### config.mk
export PLATFORM = sky130hd
export DESIGN_NAME = dual_timer_counter_unit
export DESIGN_NICKNAME = d
export VERILOG_FILES = /design/src/logic/timer_pkg.sv /design/src/logic/dual_timer_counter_unit.sv
export SDC_FILE = /design/constraint.sdc
export NUM_CORES = 1
export LEC_CHECK = 0
export BUFFER_PORTS_ARGS = -buffer_cell sky130_fd_sc_hd__buf_2
export CAP_MARGIN = 20
export CORE_ASPECT_RATIO = 0.7
export CORE_MARGIN = 5
export CORE_UTILIZATION = 60
export CTS_CLUSTER_DIAMETER = 60
export CTS_CLUSTER_SIZE = 30
export DETAILED_ROUTE_END_ITERATION = 8
export HOLD_SLACK_MARGIN = 0.05
export PLACE_DENSITY = 0.89
export SYNTH_ARGS = -nofsm -noshare
export SYNTH_HDL_FRONTEND = slang
export SYNTH_SLANG_ARGS = --single-unit
### constraint.sdc
create_clock -name CLK_I -period 3.66 [get_ports CLK_I]
set_input_delay 0.366 -clock CLK_I [delete_from_list [all_inputs] [get_ports CLK_I]]
set_output_delay 0.366 -clock CLK_I [all_outputs]
set_load 0.01 [all_outputs]
### src/logic/timer_pkg.sv
// constants, types and register map of the dual timer/counter unit
// assumes a core clock with one-clock machine-cycle and T10 phase strobes
//
// Overview of operation
// - counter operation advances the count on each detected count-pin event
// - timer operation increments the count once per machine cycle
// - mode register: timer 1 gate, select, mode in 7..4; timer 0 in 3..0
// - with gate set, count only while external line high and run bit set
// - select 1 counts external events, select 0 counts machine cycles
// - mode 00 13-bit, 01 16-bit, 10 8-bit auto-reload, 11 mode 3
// - auto-reload counts low byte; overflow sets flag, copies high into low
// - timer 1 in mode 3 halts and holds its count
// - rollover to zero sets the timer overflow flag in the control register
// - control bits: timer 1 overflow 7, run 6; timer 0 overflow 5, run 4
// - overflow flag clears when the processor vectors to that timer routine
// - edge flags bits 3 and 1 set on external edge, cleared when serviced
// - type bits 2 and 0 pick falling edge or low level per external line
// - count pins of timers 0 and 1 sampled once per machine cycle at T10
// - count on high sample then low sample; two machine cycles per event
// - 13-bit mode: five low bits of low byte prescale, high byte counts
// - counting enabled when run is 1 and gate is 0 or line is 1
// - 16-bit mode uses all sixteen bits without prescaler
// - mode 3 splits timer 0; high byte counts cycles on timer 1 run, sets its flag
package timer_pkg;

  // register map
  localparam logic [7:0] RUN_FLAGS_ADDR = 8'h88;
  localparam logic [7:0] MODE_CFG_ADDR  = 8'h89;
  localparam logic [7:0] TMR0_LOW_ADDR  = 8'h8A;
  localparam logic [7:0] TMR0_HIGH_ADDR = 8'h8B;
  localparam logic [7:0] TMR1_LOW_ADDR  = 8'h8C;
  localparam logic [7:0] TMR1_HIGH_ADDR = 8'h8D;
  localparam logic [7:0] REG_RESET      = 8'h00;

  // run/flags field positions, timer 1 and line 1 sit at +STEP
  localparam int TYPE0_BIT = 0;
  localparam int EDGE0_BIT = 1;
  localparam int RUN0_BIT  = 4;
  localparam int OVF0_BIT  = 5;
  localparam int CH_STEP   = 2;

  // mode config: nibble per timer
  localparam int CFG_WIDTH  = 4;
  localparam int PRESC_BITS = 5;

  typedef enum logic [1:0] {
    MODE_13BIT,
    MODE_16BIT,
    MODE_RELOAD8,
    MODE_SPLIT
  } timer_mode_type;

  typedef struct packed {
    logic           gate;
    logic           count_sel;
    timer_mode_type mode;
  } timer_cfg_type;

  typedef struct packed {
    logic [7:0] hi;
    logic [7:0] lo;
  } count_type;

  typedef struct packed {
    logic      ovf;
    count_type cnt;
  } step_type;

  typedef struct packed {
    logic [7:0] addr;
    logic [7:0] wdata;
    logic       wr;
    logic       rd;
  } bus_req_type;

endpackage : timer_pkg

### src/logic/dual_timer_counter_unit.sv
// two 16-bit timer/counters with shared mode and run/flag registers
// assumes synchronous pins, strobes from the core clock generator
`timescale 1ns/100ps
module dual_timer_counter_unit (
  // clock, reset, enable
  input  wire logic       CLK_I,
  input  wire logic       SYS_RST_I,
  input  wire logic       CE_I,
  // machine-cycle timing
  input  wire logic       MCYC_STB_I,
  input  wire logic       PH10_STB_I,
  // pins
  input  wire logic       TIMER0_COUNT_PIN_I,
  input  wire logic       TIMER1_COUNT_PIN_I,
  input  wire logic       EXT_LINE_0_I,
  input  wire logic       EXT_LINE_1_I,
  // interrupt vector acknowledges
  input  wire logic       TIMER0_VECTOR_I,
  input  wire logic       TIMER1_VECTOR_I,
  input  wire logic       EXT0_VECTOR_I,
  input  wire logic       EXT1_VECTOR_I,
  // register port
  input  wire logic [7:0] ADDR_I,
  input  wire logic [7:0] WDATA_I,
  input  wire logic       WR_I,
  input  wire logic       RD_I,
  output      logic [7:0] RDATA_O,
  // flags
  output      logic       TIMER0_OVF_O,
  output      logic       TIMER1_OVF_O,
  output      logic       EXT0_REQ_O,
  output      logic       EXT1_REQ_O
);

  timer_pkg::bus_req_type req;
  logic [7:0]             timer_run_flags_r;
  logic [7:0]             timer_mode_config_r;
  logic [7:0]             run_flags_nxt;
  timer_pkg::count_type   cnt_r   [2];
  timer_pkg::count_type   cnt_nxt [2];
  logic [3:0]             smp_r;
  logic [3:0]             fall_r;
  logic [7:0]             rdata_r;
  logic [7:0]             rd_mux;
  logic [3:0]             pins;
  logic                   wr_rf;
  logic                   wr_mode;
  logic [1:0]             wr_lo;
  logic [1:0]             wr_hi;
  logic [1:0]             inc;
  logic [1:0]             ovf_set;
  logic [1:0]             ext_set;
  logic [1:0]             ack_ovf;
  logic [1:0]             ack_ext;
  logic                   split0;
  logic                   split_hi_inc;
  timer_pkg::step_type    step_w  [2];
  timer_pkg::timer_cfg_type cfg   [2];

  // one count step in the selected mode
  function automatic timer_pkg::step_type step(
    input timer_pkg::count_type     c,
    input timer_pkg::timer_mode_type m
  );
    timer_pkg::step_type r;
    r.cnt = c;
    r.ovf = 1'b0;
    case (m)
      timer_pkg::MODE_13BIT: begin
        // prescaler in low five bits, carry into high byte
        if (c.lo[timer_pkg::PRESC_BITS-1:0] == 5'h1F) begin
          r.cnt.lo = {c.lo[7:timer_pkg::PRESC_BITS], 5'h00};
          r.cnt.hi = c.hi + 8'h01;
          r.ovf    = (c.hi == 8'hFF);
        end else begin
          r.cnt.lo = {c.lo[7:timer_pkg::PRESC_BITS],
                      c.lo[timer_pkg::PRESC_BITS-1:0] + 5'h01};
        end
      end
      timer_pkg::MODE_16BIT: begin
        {r.ovf, r.cnt} = {1'b0, c} + 17'h00001;
      end
      timer_pkg::MODE_RELOAD8: begin
        // reload low byte from high byte, high byte unchanged
        if (c.lo == 8'hFF) begin
          r.cnt.lo = c.hi;
          r.ovf    = 1'b1;
        end else begin
          r.cnt.lo = c.lo + 8'h01;
        end
      end
      timer_pkg::MODE_SPLIT: begin
        // low byte alone as 8-bit counter
        r.cnt.lo = c.lo + 8'h01;
        r.ovf    = (c.lo == 8'hFF);
      end
      default: begin
        r.cnt = c;
      end
    endcase
    return r;
  endfunction : step

  // bus decode
  assign req     = '{addr: ADDR_I, wdata: WDATA_I, wr: WR_I, rd: RD_I};
  assign wr_rf   = req.wr & (req.addr == timer_pkg::RUN_FLAGS_ADDR);
  assign wr_mode = req.wr & (req.addr == timer_pkg::MODE_CFG_ADDR);
  assign wr_lo[0] = req.wr & (req.addr == timer_pkg::TMR0_LOW_ADDR);
  assign wr_hi[0] = req.wr & (req.addr == timer_pkg::TMR0_HIGH_ADDR);
  assign wr_lo[1] = req.wr & (req.addr == timer_pkg::TMR1_LOW_ADDR);
  assign wr_hi[1] = req.wr & (req.addr == timer_pkg::TMR1_HIGH_ADDR);

  // read select, unmapped reads return zero
  assign rd_mux =
    (req.addr == timer_pkg::RUN_FLAGS_ADDR) ? timer_run_flags_r :
    (req.addr == timer_pkg::MODE_CFG_ADDR)  ? timer_mode_config_r :
    (req.addr == timer_pkg::TMR0_LOW_ADDR)  ? cnt_r[0].lo :
    (req.addr == timer_pkg::TMR0_HIGH_ADDR) ? cnt_r[0].hi :
    (req.addr == timer_pkg::TMR1_LOW_ADDR)  ? cnt_r[1].lo :
    (req.addr == timer_pkg::TMR1_HIGH_ADDR) ? cnt_r[1].hi : 8'h00;

  // sampled pins: ext lines in 3..2, count pins in 1..0
  assign pins = {EXT_LINE_1_I, EXT_LINE_0_I,
                 TIMER1_COUNT_PIN_I, TIMER0_COUNT_PIN_I};

  assign ack_ovf = {TIMER1_VECTOR_I, TIMER0_VECTOR_I};
  assign ack_ext = {EXT1_VECTOR_I, EXT0_VECTOR_I};

  // timer 0 in mode 3 lends its high byte to timer 1 controls
  assign split0       = (cfg[0].mode == timer_pkg::MODE_SPLIT);
  assign split_hi_inc = split0 & MCYC_STB_I
                        & timer_run_flags_r[timer_pkg::RUN0_BIT
                                            + timer_pkg::CH_STEP];

  genvar i;
  generate
    for (i = 0; i < 2; i++) begin : g_timer
      logic run;
      logic gate_ok;
      logic tick;
      logic halt;

      // mode nibble per timer
      assign cfg[i] = timer_pkg::timer_cfg_type'(
        timer_mode_config_r[timer_pkg::CFG_WIDTH*i +: timer_pkg::CFG_WIDTH]);
      assign run     = timer_run_flags_r[timer_pkg::RUN0_BIT
                                         + timer_pkg::CH_STEP*i];
      assign gate_ok = ~cfg[i].gate | smp_r[2+i];
      // event count or machine-cycle count
      assign tick    = MCYC_STB_I & (~cfg[i].count_sel | fall_r[i]);
      assign halt    = (i == 1) && (cfg[1].mode == timer_pkg::MODE_SPLIT);
      assign inc[i]  = run & gate_ok & tick & ~halt;
      assign step_w[i] = step(cnt_r[i], cfg[i].mode);

      always_comb begin
        cnt_nxt[i] = cnt_r[i];
        if (inc[i]) begin
          cnt_nxt[i] = step_w[i].cnt;
        end
        if ((i == 0) && split0) begin
          cnt_nxt[i].hi = cnt_r[i].hi + {7'h00, split_hi_inc};
        end
        if (wr_lo[i]) begin
          cnt_nxt[i].lo = req.wdata;
        end
        if (wr_hi[i]) begin
          cnt_nxt[i].hi = req.wdata;
        end
      end

      // falling edge or low level on the external line
      assign ext_set[i] = PH10_STB_I & ~pins[2+i]
        & (~timer_run_flags_r[timer_pkg::TYPE0_BIT + timer_pkg::CH_STEP*i]
           | smp_r[2+i]);
    end
  endgenerate

  // overflow to zero sets the flag
  assign ovf_set[0] = inc[0] & step_w[0].ovf;
  assign ovf_set[1] = split0 ? (split_hi_inc & (cnt_r[0].hi == 8'hFF))
                             : (inc[1] & step_w[1].ovf);

  // flag update: software write, then acknowledges, hardware set wins
  always_comb begin
    run_flags_nxt = wr_rf ? req.wdata : timer_run_flags_r;
    for (int k = 0; k < 2; k++) begin
      if (ack_ovf[k]) begin
        run_flags_nxt[timer_pkg::OVF0_BIT + timer_pkg::CH_STEP*k] = 1'b0;
      end
      if (ack_ext[k]) begin
        run_flags_nxt[timer_pkg::EDGE0_BIT + timer_pkg::CH_STEP*k] = 1'b0;
      end
      if (ovf_set[k]) begin
        run_flags_nxt[timer_pkg::OVF0_BIT + timer_pkg::CH_STEP*k] = 1'b1;
      end
      if (ext_set[k]) begin
        run_flags_nxt[timer_pkg::EDGE0_BIT + timer_pkg::CH_STEP*k] = 1'b1;
      end
    end
  end

  // state registers
  always_ff @(posedge CLK_I) begin
    if (SYS_RST_I) begin
      timer_run_flags_r   <= timer_pkg::REG_RESET;
      timer_mode_config_r <= timer_pkg::REG_RESET;
      cnt_r[0]            <= '0;
      cnt_r[1]            <= '0;
      smp_r               <= 4'h0;
      fall_r              <= 4'h0;
      rdata_r             <= 8'h00;
    end else if (CE_I) begin
      timer_run_flags_r <= run_flags_nxt;
      if (wr_mode) begin
        timer_mode_config_r <= req.wdata;
      end
      cnt_r[0] <= cnt_nxt[0];
      cnt_r[1] <= cnt_nxt[1];
      if (PH10_STB_I) begin
        smp_r  <= pins;
        fall_r <= smp_r & ~pins;
      end
      rdata_r <= req.rd ? rd_mux : 8'h00;
    end
  end

  assign RDATA_O      = rdata_r;
  assign TIMER0_OVF_O = timer_run_flags_r[timer_pkg::OVF0_BIT];
  assign TIMER1_OVF_O = timer_run_flags_r[timer_pkg::OVF0_BIT
                                          + timer_pkg::CH_STEP];
  assign EXT0_REQ_O   = timer_run_flags_r[timer_pkg::EDGE0_BIT];
  assign EXT1_REQ_O   = timer_run_flags_r[timer_pkg::EDGE0_BIT
                                          + timer_pkg::CH_STEP];

  logic t0_wr;
  assign t0_wr = wr_lo[0] | wr_hi[0];
endmodule : dual_timer_counter_unit

==> results.py <==
metrics = {
    "routing": {
        "routed.top_layer": "met4",
        "route.met2.wl_um": 6070,
        "wire_per_inst_um": 22.5,
        "met1Wirelength_um": 6030,
        "drt_iter0_markers": 1137,
        "drc": 0,
        "dr.pass1.iters": 7,
        "vias_per_cell": 7.34,
        "route.met3.wl_um": 2780,
        "vias": 5040,
        "final_antenna_net_count": 0,
        "routed_wl_um": 15500,
    },
    "sta": {
        "hold_violations": 0,
        "fin_worst_skew_ns": 0.0146,
        "hold_slack_ns": 0.265,
        "tightest_slew_ns": 0.937,
        "slew_viol_final": 0,
        "fin_crit_ns": 2.65,
        "max_freq_mhz": 378,
        "fin_crit_sh_pct": 72.3,
        "slew_headroom_pct": 37.5,
        "fin_tns_setup_ns": 0,
        "grt_setup_unrepaired": "no",
        "report.final.setup_viol": 0,
    },
    "clocking": {
        "cts_resized": 0,
        "clock_path_buffers": 2,
        "hold_buffers": 0,
        "htreeDepth": 3,
        "post_cts_buffers": 0,
        "cts_tree": "built",
        "worstSkewPairLatency_ns": 0.37,
        "clock_sink_count": 62,
        "numCtsBuffers": 9,
        "cts_root_buf": "clkbuf_8",
        "clk_transition_reported_paths_ns": 0.09,
    },
    "worst_setup_path": {
        "cp.arrival_ns": 2.75,
        "crit_path_frequent_cell": "ha_1",
        "cp_top_family": "adder cells",
        "crit_path_cell_trace": "ha_1, and3_1, ha_1, nor2b_1, a221o_1, a32oi_1, a21oi_1",
        "r2r_slack_ns": 1.01,
        "critPathMaxStageDelay_ns": 0.50,
        "endpoint_kind": "flop",
        "worstPathRequired_ns": 3.76,
        "cp_num_buf_inv": 0,
        "cp_slowest_cell": "edfxtp_1",
        "worstSetupPathType": "reg2reg",
        "worstSetupStartpointType": "flop",
        "path_max_fanout": 13,
    },
    "placed_design": {
        "io_buffers": 42,
        "dpl-instance-area_sq_mm": 0.00488,
        "dpl.hpwl_um": 11000,
        "place_congestion": 1.01,
    },
    "power": {
        "p_per_area_mw_per_mm2": 327,
        "p_leak_nw": 1.84,
        "ir_drop_mv": 0.278,
        "power_mw": 1.67,
    },
    "yosys": {
        "avgSynthCellArea_sq_um": 8.30,
        "synth_seq_area_share_pct": 33.4,
        "ys.flop_type": "edfxtp_1",
        "synthCells": 563,
        "synth.cell_area_sq_mm": 0.00467,
        "yosysWarnings": 0,
        "synth_seq_cells": 62,
        "synthArstFlopShare_pct": 0,
        "synth_nets": 606,
        "ys_types": 70,
        "synth_edf_count": 32,
    },
    "global_routing": {
        "grt-ovfl-total": 0,
        "antenna_found_initial": 0,
        "grt_pass1_wl_um": 24200,
        "grt_max_degree": 33,
        "grt_pass1_vias": 4493,
        "track_usage_pct": 32.2,
    },
    "floorplan": {
        "die_h_um": 83.9,
        "dieArea_sq_mm": 0.00968,
        "io_pins": 43,
        "die-width_um": 115,
        "rows": 26,
        "start_util_pct": 62.7,
        "core_area_sq_mm": 0.00745,
    },
    "cells_and_area": {
        "diodes": 0,
        "finalNetCount": 627,
        "drive_gt1_share_pct": 13.6,
        "fillCellCount": 607,
        "area_growth_pct": 9.10,
        "design_area_sq_mm": 0.00510,
    },
    "outcome": {
        "status": "finished clean",
    },
    "job": {
        "cap_violations": 0,
    },
    "worst_hold_path": {
        "hold_class": "in2reg",
    },
}
==> registers in the layout, summed over array words and instances (netlist names) <==
name,count
cnt_r,32
RDATA_O,8
timer_mode_config_r,8
timer_run_flags_r,8
smp_r,4
fall_r,2
==> metrics by stage <==
step | worst slack [ns] | util, % | instances
3_3_place_gp | 1.23 | 65.5 | 671
4_1_cts | 1.12 | 68.5 | 687
2_1_floorplan | 1.39 | - | 563
6_report | 1.01 | 68.5 | 687
5_1_grt | 0.972 | 68.5 | 687
3_5_place_dp | 1.17 | 65.5 | 671
==> report_power, final <==
group	switching (mW)	internal, mW	leakage [nW]
Clock	0.314	0.386	0.110
Combinational	0.115	0.0647	1.16
Sequential	0.0377	0.749	0.571
==> cell usage after synthesis (11+ instances only) <==
cell	n	area share (%)
o21ai_0	50	5.4
nor2_1	45	3.6
nand2_1	49	3.9
o22ai_1	11	1.5
nand3_1	25	2.7
a31oi_1	11	1.5
a21oi_1	39	4.2
clkbuf_1	18	1.4
mux2i_1	20	4.3
edfxtp_1	32	21
xor2_1	11	2.1
buf_2	15	1.6
nor3_1	16	1.7
and3_1	11	1.5
inv_1	14	1.1
dfxtp_1	30	13
nor2b_1	15	2.0
ha_1	12	3.2
==> path summary, 6_finish.rpt <==
path	start	to	depth (start not counted)
worst max register to register	cnt_r[0][0]	cnt_r[0][12]	7
worst min-delay path	TIMER0_VECTOR_I	timer_run_flags_r[5]	2
worst max-delay path	cnt_r[0][0]	cnt_r[0][12]	7
worst min register to register	smp_r[1]	smp_r[1]	2
==> cell type report <==
type | instances | area, sq um | area share [%]
clock buffers | 9 | 124 | 2.43
clock inverters | 7 | 96.3 | 1.89
inverters | 14 | 52.6 | 1.03
multi-input cells | 451 | 2900 | 56.9
flip-flops and latches | 62 | 1560 | 30.6
well taps | 98 | 123 | 2.40
repair buffers | 46 | 240 | 4.71
==> logic make-up (layout without fill, tap and decap cells) <==
kind of cell             count (synthesis)  after routing  synth area share, %
AND/OR/NAND/NOR                        209            209                 23.7
multiplexers                            24             24                 5.25
buffers and inverters                   50             76                 4.50
AO/OA/AOI/OAI                          188            188                 26.6
flip-flops                              62             62                 33.4
adder cells (fa/ha/maj)                 12             12                 3.21
XOR/XNOR                                18             18                 3.37
==> cell usage in the layout (no fill, tap or decap), types with 6 or more instances in the layout <==
| cell | instances |
|---|---|
| a21oi_1 | 39 |
| inv_1 | 14 |
| o21ai_0 | 50 |
| nand2b_1 | 7 |
| nor3_1 | 16 |
| a21o_1 | 8 |
| and3_1 | 11 |
| nand2_1 | 49 |
| clkbuf_8 | 9 |
| o211ai_1 | 8 |
| nor2b_1 | 15 |
| a32o_1 | 6 |
| nand3_1 | 25 |
| dfxtp_1 | 30 |
| o22ai_1 | 11 |
| o31ai_1 | 6 |
| a31oi_1 | 11 |
| ha_1 | 12 |
| nand4_1 | 8 |
| buf_2 | 42 |
| nor2_1 | 45 |
| mux2i_1 | 20 |
| edfxtp_1 | 32 |
| xor2_1 | 11 |
| xnor2_1 | 7 |
==> metal layers <==
layer	GRT usage, %	vias to the layer above
li1	-	2177
met1	47.5	2290
met2	43.6	497
met3	10.4	76
met4	11.3	0
met5	0	-
Power figures use the tool's default switching activity.
